<file path="src/common/ivmd_defines.vh">
/*
 interrupt vector resolver and address decoder constants.
 assumes inclusion by bare name from hdl/ivmd_top.v.
*/
// Overview of operation
// - vectors and start address in FF80h-FFFFh
// - each vector is one 16-bit handler word
// - all reset causes use FFFEh, priority 63
// - system nmi sources use FFFCh, priority 62
// - user nmi sources use FFFAh, priority 61
// - watchdog interval flag uses FFF2h, priority 57
// - serial sources share FFF0h, priority 56
// - synchronous serial mode: only receive, transmit
// - port1 bits 0-3 share FFECh, priority 54
// - port2 bits 0,1,6,7 share FFEAh, priority 53
// - program memory F100h-FFFFh, vectors on top
// - boot rom 1000h-13FFh ignores writes
// - write protect bit blocks program memory writes
`ifndef IVMD_DEFINES_VH
`define IVMD_DEFINES_VH
`define IVMD_VEC_RESET   16'hFFFE
`define IVMD_VEC_SNMI    16'hFFFC
`define IVMD_VEC_UNMI    16'hFFFA
`define IVMD_VEC_TMR0    16'hFFF8
`define IVMD_VEC_TMR1    16'hFFF6
`define IVMD_VEC_RTC     16'hFFF4
`define IVMD_VEC_WDT     16'hFFF2
`define IVMD_VEC_SER     16'hFFF0
`define IVMD_VEC_ADC     16'hFFEE
`define IVMD_VEC_P1      16'hFFEC
`define IVMD_VEC_P2      16'hFFEA
`define IVMD_VEC_CMP     16'hFFE8
`define IVMD_PRI_RESET   6'h3F
`define IVMD_PRI_SNMI    6'h3E
`define IVMD_PRI_UNMI    6'h3D
`define IVMD_PRI_TMR0    6'h3C
`define IVMD_PRI_TMR1    6'h3B
`define IVMD_PRI_RTC     6'h3A
`define IVMD_PRI_WDT     6'h39
`define IVMD_PRI_SER     6'h38
`define IVMD_PRI_ADC     6'h37
`define IVMD_PRI_P1      6'h36
`define IVMD_PRI_P2      6'h35
`define IVMD_PRI_CMP     6'h34
`define IVMD_VEC_AREA_LO 16'hFF80
`define IVMD_PROG_LO     16'hF100
`define IVMD_RAM_LO      16'h2000
`define IVMD_RAM_HI      16'h23FF
`define IVMD_BOOT_LO     16'h1000
`define IVMD_BOOT_HI     16'h13FF
`define IVMD_PERI_HI     16'h0FFF
`define IVMD_RGN_NONE    3'h0
`define IVMD_RGN_PERI    3'h1
`define IVMD_RGN_BOOT    3'h2
`define IVMD_RGN_RAM     3'h3
`define IVMD_RGN_PROG    3'h4
`define IVMD_RGN_VECT    3'h5
`define IVMD_P1_MASK     8'h0F
`define IVMD_P2_MASK     8'hC3
`define IVMD_SER_SYNC_MASK 4'h3
`endif

</file>
<file path="src/hdl/ivmd_top.v">
/*
 interrupt vector resolver and memory region decoder.
 holds a fixed priority chain over the reset, nmi and maskable
 source terms, and an address decoder that grants or drops
 reads and writes per memory region; all outputs registered.
 assumes flags stay high until cleared at their source; this
 block only ranks what is pending and never clears a flag.
 assumes source flags are synchronous to clk_i; the cpu samples
 vector and decode outputs one cycle after its inputs.
*/
`timescale 1ns/1ps
`include "ivmd_defines.vh"
module ivmd_top (
  input  wire        clk_i,            // system clock
  input  wire        reset_i,          // async reset, high
  input  wire [7:0]  reset_cause_i,    // reset cause flags
  input  wire        vacant_access_flag_i,        // vacant access
  input  wire        debug_mailbox_in_flag_i,     // mailbox in
  input  wire        debug_mailbox_out_flag_i,    // mailbox out
  input  wire        access_time_error_flag_i,    // access time err
  input  wire        correctable_bit_error_flag_i,   // ecc fixed
  input  wire        uncorrectable_bit_error_flag_i, // ecc fatal
  input  wire        external_nmi_flag_i,      // nmi pin event
  input  wire        oscillator_fault_flag_i,  // oscillator fault
  input  wire        global_int_enable_i,      // gie
  input  wire        timer_cc0_flag_i,         // timer cc0
  input  wire        timer_other_flag_i,       // timer cc1/cc2/ovf
  input  wire        rtc_flag_i,               // rtc counter
  input  wire        watchdog_flag_i,          // interval mode
  input  wire        serial_sync_mode_i,       // 1: synchronous mode
  input  wire        serial_tx_complete_flag_i, // tx complete
  input  wire        serial_start_bit_flag_i,  // start bit
  input  wire        serial_receive_flag_i,    // receive
  input  wire        serial_transmit_flag_i,   // transmit
  input  wire        adc_flag_i,               // adc any
  input  wire [7:0]  port1_edge_flags_i,       // port1 edges
  input  wire [7:0]  port2_edge_flags_i,       // port2 edges
  input  wire        comparator_flag_i,        // comparator any
  input  wire [15:0] addr_i,                   // access address
  input  wire        wr_i,                     // write request
  input  wire        rd_i,                     // read request
  input  wire        program_write_protect_bit_i, // config reg0 bit
  output reg         int_req_o,                // request pending
  output reg  [15:0] vector_addr_o,            // vector word address
  output reg  [5:0]  vector_pri_o,             // winning priority
  output reg         vector_nmi_o,             // winner non-maskable
  output reg  [2:0]  region_o,                 // decoded region
  output reg         wr_en_o,                  // write allowed
  output reg         rd_en_o,                  // read allowed
  output reg         wr_blocked_o              // write dropped
);

  // per-source request terms
  wire        req_reset;     // any reset cause
  wire        req_snmi;      // system nmi
  wire        req_unmi;      // user nmi
  wire        req_ser;       // serial shared vector
  wire        req_p1;        // port1 shared vector
  wire        req_p2;        // port2 shared vector
  wire        mask_ok;       // maskable sources allowed

  // next-state values for the output flops
  reg         req_nxt;       // next request
  reg  [15:0] vec_nxt;       // next vector address
  reg  [5:0]  pri_nxt;       // next priority
  reg         nmi_nxt;       // next non-maskable marker
  reg  [2:0]  rgn_nxt;       // next region
  reg         wen_nxt;       // next write enable
  reg         ren_nxt;       // next read enable
  reg         blk_nxt;       // next blocked marker

  // any reset cause selects the top vector
  assign req_reset = |reset_cause_i;
  // nmi terms are never gated by gie
  assign req_snmi  = vacant_access_flag_i | debug_mailbox_in_flag_i |
                     debug_mailbox_out_flag_i | access_time_error_flag_i |
                     correctable_bit_error_flag_i |
                     uncorrectable_bit_error_flag_i;
  assign req_unmi  = external_nmi_flag_i | oscillator_fault_flag_i;
  // sync mode drops tx-complete and start-bit sources
  assign req_ser   = serial_receive_flag_i | serial_transmit_flag_i |
                     (~serial_sync_mode_i &
                      (serial_tx_complete_flag_i |
                       serial_start_bit_flag_i));
  // masks keep only the pins that own an edge flag
  assign req_p1    = |(port1_edge_flags_i & `IVMD_P1_MASK);
  assign req_p2    = |(port2_edge_flags_i & `IVMD_P2_MASK);
  // gie gates the maskable sources only
  assign mask_ok   = global_int_enable_i;

  // fixed priority chain, highest first; reserved slots absent
  always @* begin
    // defaults: reset vector shown, request high
    req_nxt = 1'b1;
    nmi_nxt = 1'b1;
    vec_nxt = `IVMD_VEC_RESET;
    pri_nxt = `IVMD_PRI_RESET;
    if (req_reset) begin
      // reset wins over every other source
      vec_nxt = `IVMD_VEC_RESET;
      pri_nxt = `IVMD_PRI_RESET;
    end else if (req_snmi) begin
      // system nmi, ignores gie
      vec_nxt = `IVMD_VEC_SNMI;
      pri_nxt = `IVMD_PRI_SNMI;
    end else if (req_unmi) begin
      // user nmi, ignores gie
      vec_nxt = `IVMD_VEC_UNMI;
      pri_nxt = `IVMD_PRI_UNMI;
    end else begin
      nmi_nxt = 1'b0;
      if (mask_ok && timer_cc0_flag_i) begin
        // timer channel 0, priority 60
        vec_nxt = `IVMD_VEC_TMR0;
        pri_nxt = `IVMD_PRI_TMR0;
      end else if (mask_ok && timer_other_flag_i) begin
        // other timer channels and overflow, priority 59
        vec_nxt = `IVMD_VEC_TMR1;
        pri_nxt = `IVMD_PRI_TMR1;
      end else if (mask_ok && rtc_flag_i) begin
        // rtc counter, priority 58
        vec_nxt = `IVMD_VEC_RTC;
        pri_nxt = `IVMD_PRI_RTC;
      end else if (mask_ok && watchdog_flag_i) begin
        // watchdog interval flag, not its reset cause
        vec_nxt = `IVMD_VEC_WDT;
        pri_nxt = `IVMD_PRI_WDT;
      end else if (mask_ok && req_ser) begin
        // serial shared vector
        vec_nxt = `IVMD_VEC_SER;
        pri_nxt = `IVMD_PRI_SER;
      end else if (mask_ok && adc_flag_i) begin
        // adc shared vector, priority 55
        vec_nxt = `IVMD_VEC_ADC;
        pri_nxt = `IVMD_PRI_ADC;
      end else if (mask_ok && req_p1) begin
        // port1 pins 0 to 3
        vec_nxt = `IVMD_VEC_P1;
        pri_nxt = `IVMD_PRI_P1;
      end else if (mask_ok && req_p2) begin
        // port2 pins 0, 1, 6 and 7
        vec_nxt = `IVMD_VEC_P2;
        pri_nxt = `IVMD_PRI_P2;
      end else if (mask_ok && comparator_flag_i) begin
        // comparator, lowest ranked source
        vec_nxt = `IVMD_VEC_CMP;
        pri_nxt = `IVMD_PRI_CMP;
      end else begin
        // idle shows reset vector, request low
        req_nxt = 1'b0;
        nmi_nxt = 1'b0;
      end
    end
  end

  // address decode, if/else chain by region
  always @* begin
    // defaults: no region, nothing granted
    rgn_nxt = `IVMD_RGN_NONE;
    wen_nxt = 1'b0;
    ren_nxt = 1'b0;
    blk_nxt = 1'b0;
    if (addr_i >= `IVMD_VEC_AREA_LO) begin
      // vectors and signatures, protected like code
      rgn_nxt = `IVMD_RGN_VECT;
      ren_nxt = rd_i;
      wen_nxt = wr_i & ~program_write_protect_bit_i;
      blk_nxt = wr_i & program_write_protect_bit_i;
    end else if (addr_i >= `IVMD_PROG_LO) begin
      // program code below the vector area
      rgn_nxt = `IVMD_RGN_PROG;
      ren_nxt = rd_i;
      wen_nxt = wr_i & ~program_write_protect_bit_i;
      blk_nxt = wr_i & program_write_protect_bit_i;
    end else if (addr_i >= `IVMD_RAM_LO && addr_i <= `IVMD_RAM_HI) begin
      // ram, always writable
      rgn_nxt = `IVMD_RGN_RAM;
      ren_nxt = rd_i;
      wen_nxt = wr_i;
    end else if (addr_i >= `IVMD_BOOT_LO &&
                 addr_i <= `IVMD_BOOT_HI) begin
      // boot rom: reads only, writes dropped
      rgn_nxt = `IVMD_RGN_BOOT;
      ren_nxt = rd_i;
      blk_nxt = wr_i;
    end else if (addr_i <= `IVMD_PERI_HI) begin
      // peripheral space, read and write
      rgn_nxt = `IVMD_RGN_PERI;
      ren_nxt = rd_i;
      wen_nxt = wr_i;
    end else begin
      // vacant space: no access granted
      rgn_nxt = `IVMD_RGN_NONE;
    end
  end

  // output registers
  always @(posedge clk_i or posedge reset_i) begin
    if (reset_i) begin
      // idle vector, nothing granted
      int_req_o     <= 1'b0;
      vector_addr_o <= `IVMD_VEC_RESET;
      vector_pri_o  <= `IVMD_PRI_RESET;
      vector_nmi_o  <= 1'b0;
      region_o      <= `IVMD_RGN_NONE;
      wr_en_o       <= 1'b0;
      rd_en_o       <= 1'b0;
      wr_blocked_o  <= 1'b0;
    end else begin
      // load the next-state terms every cycle
      int_req_o     <= req_nxt;
      vector_addr_o <= vec_nxt;
      vector_pri_o  <= pri_nxt;
      vector_nmi_o  <= nmi_nxt;
      region_o      <= rgn_nxt;
      wr_en_o       <= wen_nxt;
      rd_en_o       <= ren_nxt;
      wr_blocked_o  <= blk_nxt;
    end
  end

endmodule // ivmd_top

</file>
<file path="config.mk">
export PLATFORM = sky130hd
export DESIGN_NAME = ivmd_top
export DESIGN_NICKNAME = d
export VERILOG_FILES = /design/src/hdl/ivmd_top.v
export VERILOG_INCLUDE_DIRS = /design/src /design/src/common
export SDC_FILE = /design/constraint.sdc
export NUM_CORES = 1
export LEC_CHECK = 0
export ABC_AREA = 1
export CORE_UTILIZATION = 45
export CTS_BUF_LIST = sky130_fd_sc_hd__clkbuf_8 sky130_fd_sc_hd__clkbuf_16
export DETAILED_ROUTE_END_ITERATION = 8
export DONT_BUFFER_PORTS = 1
export PLACE_DENSITY = 0.61
export SLEW_MARGIN = 20
export SYNTH_ARGS = -nofsm -noshare
export SYNTH_HDL_FRONTEND = slang
export SYNTH_SLANG_ARGS = --single-unit
export TNS_END_PERCENT = 30
</file>
<file path="constraint.sdc">
create_clock -name clk_i -period 0.8 [get_ports clk_i]
set_clock_uncertainty 0.05 [all_clocks]
set_input_delay 0.08 -clock clk_i [delete_from_list [all_inputs] [get_ports clk_i]]
set_output_delay 0.08 -clock clk_i [all_outputs]
set_load 0.03 [all_outputs]
</file>
* After elaboration in Yosys (flattened, before gate mapping)
Cells that the tools add are included.
Cells by class: $add $sub $neg 0, multiply operators 0, divide/modulo/power cells 0, order comparisons 7, equal/unequal tests 0, shift-type cells 0, muxes and demuxes 58, bitwise operators 14, reductions and logical operators 14
Operators by type and width (number):
- 5-bit 2-to-1 mux | 12
- 4-bit 2-to-1 mux | 12
- 16-bit greater-or-equal comparator (second input constant) | 2
- 1-bit 2-to-1 mux | 30
- 16-bit by 13-bit greater-or-equal comparator with 1-bit output (second input constant) | 1
- 16-bit by 14-bit greater-or-equal comparator with 1-bit output (second input constant) | 1
- 16-bit by 12-bit <= comparator with 1-bit output (second input constant) | 1
- 16-bit by 13-bit <= comparator with 1-bit output (second input constant) | 1
- 16-bit by 14-bit <= comparator with 1-bit output (second input constant) | 1
- 1-bit logical AND | 11
- 1-bit bitwise OR | 9
- 4-bit OR reduction | 2
- 8-bit OR reduction | 1
- 3-bit 2-to-1 mux | 2
- 2-bit 2-to-1 mux | 2
- 1-bit bitwise AND | 3
- 1-bit NOT | 2
Storage, ports and cells: bits in registers 30, bits in latches 0, memory bits (writable) 0, memory bits (read-only) 0, input bits 65, output and inout port bits 30, logic and storage cells 101, memories 0

* Depth between registers and ports, before layout
Gate-level depths: netlist (run 1).
word-level depth 13, gate-level depth with buffers 14, gate-level depth less buffers 13

* Worst setup path before layout (run 1)
Ideal clock, no wire load.
path kind input -> register, from input port reset_cause_i[1], to register int_req_o, setup time 0.137 ns, arrival 0.764 ns, data required time 0.613 ns, slack -0.150 ns, stages on the path 4, buffers on the path 0, path through nor4_1 nand2_1 nor4_2 nand3_1
On the way: word-level cells in the longest chain between the ends 2
Ends and longest elaborated chain:
- start, declared | line ivmd_top.v:16 | input wire [7:0] reset_cause_i,
- 8-bit OR reduction | line ivmd_top.v:73 | assign req_reset = |reset_cause_i;
- 1-bit 2-to-1 mux | line ivmd_top.v:98 | if (req_reset) begin
- named net req_nxt | line ivmd_top.v:63 | reg req_nxt;
- end signal, assigned | line ivmd_top.v:211 | int_req_o <= req_nxt;
- end, declared | line ivmd_top.v:43 | output reg int_req_o,
The timed path passes the listed nets, and every way through them passes these cells.

* Worst setup path after layout (run 1)
from register vector_addr_o[4], to output port vector_addr_o[4]
RTL lines:
- start, declared | line ivmd_top.v:44 | output reg [15:0] vector_addr_o,
- start signal, assigned | line ivmd_top.v:202 | vector_addr_o <= `IVMD_VEC_RESET;
- start signal, assigned | line ivmd_top.v:212 | vector_addr_o <= vec_nxt;
No word-level cell between the ends.

==> flow_summary.yaml, run 1 <==
run_status:
  status: "complete, but fails checks"
  failed_checks: "hold timing, setup timing"
sta:
  setup_slack_ns: -0.246
  grt_setup_unrepaired: "yes"
  period_share: 1.31
  hold_viol_final: 3
  hold_ws_ns: -0.0575
  period_needed_ns: 1.05
  finalMaxSlewViolations: 0
  setup_viol_count_final: 17
  fmax_mhz: 956
floorplanning:
  coreArea_um2: 1750
  die_area_um2: 2070
  num_rows: 15
  die_h_um: 45.5
  fp.dieW_um: 45.5
  start_util: 0.488
  ioPinCount: 95
clock_network:
  cts.sinks: 12
  htreeDepth: 1
  cts_max_path_buffers: 2
  cts_buffers: 3
  path_clk_slew_ns: 0.05
  cts_root_buf: "clkbuf_8"
  cts_tree: "yes"
  hold_buffers: 5
routing:
  drtIter0Drc: 8
  via_count: 732
  vias_per_cell: 4.69
  first_pass_iters: 4
  routedWlPerCell_um: 10.8
  routed_wl_um: 1690
  antenna_left: 0
  drc: 0
setup_path:
  crit_family: "flip-flops"
  cpPeakStageDelay_ns: 0.54
  cp-end-kind: "output pin"
  crit_chain: "buf_12"
  start_kind: "flop"
  critPathArrivalTime_ns: 0.92
  required_ns: 0.67
  crit_type: "flop to output pin"
  worstPathMaxFanout: 2
  cp_num_buf_inv: 1
  cpMaxStageDelayCell: "dfstp_2"
  cp-startpoint: "vector_addr_o[4]"
layout:
  regArea_um2: 315
  layoutNonFillerInstCount: 156
  drive_above_1_share: 0.374
  layout_common_cells: "nand2_1, conb_1, buf_4"
  post-route-util: 0.637
  multi_input_area_um2: 459
  area_delta_synth_final_pct: 30.4
  diodes: 0
  fillers: 156
  final_nets: 197
  final_common_cell: "nand2_1"
logic_synthesis:
  ys.flop_type: "dfrtp_1"
  async_reset_ff_frac: 1.00
  synth_seq_area_share: 0.358
  ys_types: 25
  netlist_area_um2: 852
  syn_inst: 114
  ys_ff_latch: 12
  synth.avg_cell_area_um2: 7.47
  yosys_warnings: 0
  synth_edf_count: 0
min_path:
  min_path_type: "input pin to flop"
  min_to: "vector_addr_o[1]"
  min_path_cells: 3
  hold_start: "debug_mailbox_in_flag_i"
pwr:
  intPower_uw: 1160
  netSwitchingFraction: 0.268
  pwr-share-clk: 0.413
  switchingPower_uw: 425
  peakVddDrop_uv: 888
  p_leak_uw: 0.000537
  power.share.combinational: 0.182
  powerDensity_nw_per_um2: 1430
  seqPwrFrac: 0.405
place:
  dpl.hpwl_um: 1220
  post-place-cells: 147
  port_buffers: 0
  globalplace.congestion: 0.731
global_route:
  grt_pass1_vias: 622
  antenna_found_initial: 0
  grt_use_total: 0.160
  overflow: 0
  grt_pass1_wl_um: 2420
  grt_max_degree: 13
flow_run:
  maxCapViolations: 0
logic make-up (layout without fill, tap and decap cells):
group / count (synthesis) / in the layout / share of synthesized area
flip-flops: 12 / 12 / 0.358
AO/OA/AOI/OAI: 10 / 10 / 0.0690
buffers and inverters: 29 / 34 / 0.216
AND/OR/NAND/NOR: 61 / 61 / 0.348
other: 2 / 14 / 0.00881
per-layer routing:
| layer | track usage | share of wire |
|---|---|---|
| met1 | 0.199 | 0.37 |
| met2 | 0.260 | 0.57 |
| met3 | 0.0357 | 0.060 |
| met4 | 0.0727 | 0 |
| met5 | 0 | 0 |
stage by stage:
step / instance area [µm²] / worst slack (ns) / total power, µW / setup TNS, ns
CTS: 1060 / -0.248 / 1560 / -2.23
finish: 1110 / -0.246 / 1580 / -2.22
global route: 1110 / -0.270 / 1670 / -2.78
global placement: 945 / -0.222 / 901 / -0.991
floorplan: 905 / -0.150 / 907 / -0.772
detailed placement: 945 / -0.265 / 905 / -1.24
worst max path at each step:
stage / to / slack (ns) / cells after the start
after floorplan: int_req_o / -0.15 / 4
after global placement: int_req_o / -0.22 / 4
after detailed placement: int_req_o / -0.26 / 6
after CTS: vector_addr_o[3] / -0.25 / 1
after global routing: vector_addr_o[4] / -0.27 / 1
final: vector_addr_o[4] / -0.25 / 1
power by group through the flow:
stage	Sequential (µW)	Combinational [µW]	Clock (µW)
after floorplan	649	258	0
after global placement	649	252	0
after detailed placement	650	255	0
after CTS	642	276	646
after global routing	643	321	704
final	642	289	653
what timing repair did:
action | 4_1_cts | 5_1_grt
gates resized for setup | 8 | 12
endpoints found under the hold margin | 14 | 2
buffers inserted | 0 | 0
setup endpoints to repair | 17 | 22
pin swaps | 0 | 3
sequential cells by signal, indices dropped and copies added, names as in the netlist:
register / flops
vector_addr_o: 4
region_o: 3
int_req_o: 1
vector_nmi_o: 1
wr_en_o: 1
wr_blocked_o: 1
rd_en_o: 1
layout make-up:
type                    count  share of cell area
inverters                  10              0.0338
flip-flops and latches     12               0.284
repair buffers             20               0.191
multi-input cells          85               0.413
clock buffers               4              0.0495
well taps                  25              0.0282
Yosys cell counts (2+ instances only):
cell type / n / area, µm²
nand2_1: 31 / 116
buf_4: 18 / 135
nor2_1: 12 / 45.0
dfrtp_1: 8 / 200
inv_1: 8 / 30.0
dfstp_2: 4 / 105
nand4_1: 4 / 25.0
o21ai_1: 4 / 20.0
nand3_1: 3 / 15.0
a21boi_1: 2 / 15.0
conb_1: 2 / 7.51
inv_2: 2 / 7.51
nor2_2: 2 / 12.5
nor4_1: 2 / 12.5
o21ai_0: 2 / 10.0
No activity file was read; power rests on OpenSTA's default activity.
==> inputs of run 2 (changes only) <==
- CORE_UTILIZATION: 45 -> 40
- PLACE_DENSITY: 0.61 -> 0.55
==> run 2 against run 1 <==
  * The flow still finishes with violations (hold timing, setup timing)
  * First-iteration DRC count grew 50%
  * Routed wire length shrank 20%
  * Via count shrank 5.5%
  * Combinational power shrank 4%
  * Power shrank 2.6%
==> flow_summary.yaml, run 2 (synthesis results as in run 1) <==
setup_path:
  cpMaxStageDelayCell: "dfstp_2"
  cpPeakStageDelay_ns: 0.54
  required_ns: 0.67
  crit_type: "flop to output pin"
  crit_chain: "buf_12"
  worstPathMaxFanout: 2
  start_kind: "flop"
  crit_family: "flip-flops"
  cp_num_buf_inv: 1
  cp-end-kind: "output pin"
  critPathArrivalTime_ns: 0.91
clock_network:
  post-cts-setup-buffer-count: 0
  cts_max_path_buffers: 2
  cts_root_buf: "clkbuf_8"
  hold_buffers: 5
  htreeDepth: 1
  cts_buffers: 3
  cts_tree: "yes"
  cts.sinks: 12
  path_clk_slew_ns: 0.05
place:
  pre_cts_slack_ns: -0.253
  globalplace.congestion: 0.702
  dpl.hpwl_um: 1230
  port_buffers: 0
min_path:
  min_to: "vector_addr_o[1]"
  min_path_cells: 3
  min_path_type: "input pin to flop"
  hold_start: "debug_mailbox_in_flag_i"
flow_run:
  maxCapViolations: 0
pwr:
  p_leak_uw: 0.000528
  peakVddDrop_uv: 805
  powerDensity_nw_per_um2: 1440
layout:
  layout_common_cells: "nand2_1, conb_1, nor2_1, buf_4"
  diodes: 0
  final_nets: 198
  final_common_cell: "nand2_1"
  area_delta_synth_final_pct: 25.6
  post-route-util: 0.540
  regMostFlops: "vector_addr_o"
  reg_top3: "vector_addr_o: 4 flops, region_o: 3 flops"
  largest_reg_flops: 4
  drive_above_1_share: 0.318
  fillers: 175
sta:
  hold_viol_final: 1
  setup_slack_ns: -0.240
  finalMaxSlewViolations: 0
  grt_setup_unrepaired: "yes"
  fmax_mhz: 962
  period_share: 1.30
  hold_ws_ns: -0.0704
  setup_viol_count_final: 16
  period_needed_ns: 1.04
global_route:
  grt_max_degree: 13
  grt_use_total: 0.112
  grt_pass1_wl_um: 1880
  antenna_found_initial: 0
  grt_pass1_vias: 505
  overflow: 0
floorplanning:
  ioPinCount: 95
  die_h_um: 48.2
  start_util: 0.430
  die_area_um2: 2320
  fp.dieW_um: 48.2
  coreArea_um2: 1980
  num_rows: 16
routing:
  first_pass_iters: 4
  routedWlPerCell_um: 8.47
  drc: 0
  antenna_left: 0
  vias_per_cell: 4.35
  via_count: 692
  drtIter0Drc: 12
  routed_wl_um: 1350
run_status:
  status: "complete, but fails checks"
  failed_checks: "hold timing, setup timing"
[run 2: changes by cell type in the layout (fill, tap and decap cells not counted), sizes merged]
cell,change
buf,+1
[run 2: stage by stage]
step / area [µm²] / cells / hold slack, ns / TNS, ns / power [µW]
after floorplan: 905 / 126 / -0.108 / -0.772 / 907
after global placement: 955 / 150 / -0.0650 / -0.819 / 906
after global routing: 1070 / 159 / -0.0479 / -2.58 / 1620
after CTS: 1070 / 159 / -0.0761 / -2.21 / 1560
final: 1070 / 159 / -0.0704 / -2.08 / 1540
after detailed placement: 955 / 150 / -0.0706 / -0.915 / 908
[run 2: area by class of cell]
cell class	instances	area, µm²	area share
multi-input cells	85	408	0.381
flip-flops and latches	12	315	0.295
repair buffers	21	220	0.206
clock buffers	4	55.1	0.0515
inverters	10	37.5	0.0351
well taps	27	33.8	0.0316
[run 2: repair_timing]
item                                    4_1_cts  5_1_grt
gates resized for setup                       8        0
endpoints found under the setup margin       17       21
hold endpoints to repair                     17        1
pin swaps                                     1        3
[run 2: power by group]
group	leakage [µW]	switching [µW]	internal, µW
clock	0.0000288	190	432
combinational	0.000367	175	102
sequential	0.000132	22.5	620
total	0.000528	387	1150
[run 2: worst max-delay path by stage]
stage | start | end | slack (ns) | cells after the start
2_1_floorplan | reset_cause_i[1] | int_req_o | -0.15 | 4
3_3_place_gp | reset_cause_i[5] | int_req_o | -0.22 | 4
3_5_place_dp | reset_cause_i[5] | int_req_o | -0.25 | 4
4_1_cts | vector_addr_o[2] | vector_pri_o[1] | -0.25 | 1
5_1_grt | vector_addr_o[2] | vector_pri_o[1] | -0.26 | 1
6_report | vector_addr_o[2] | vector_pri_o[1] | -0.24 | 1
[run 2: layer usage]
metal	up-vias	global-route usage	routed length, µm
met2	40	0.179	670
met3	0	0.0259	104
met5	-	0	0
met1	286	0.156	571
li1	366	-	-
met4	0	0.0222	0
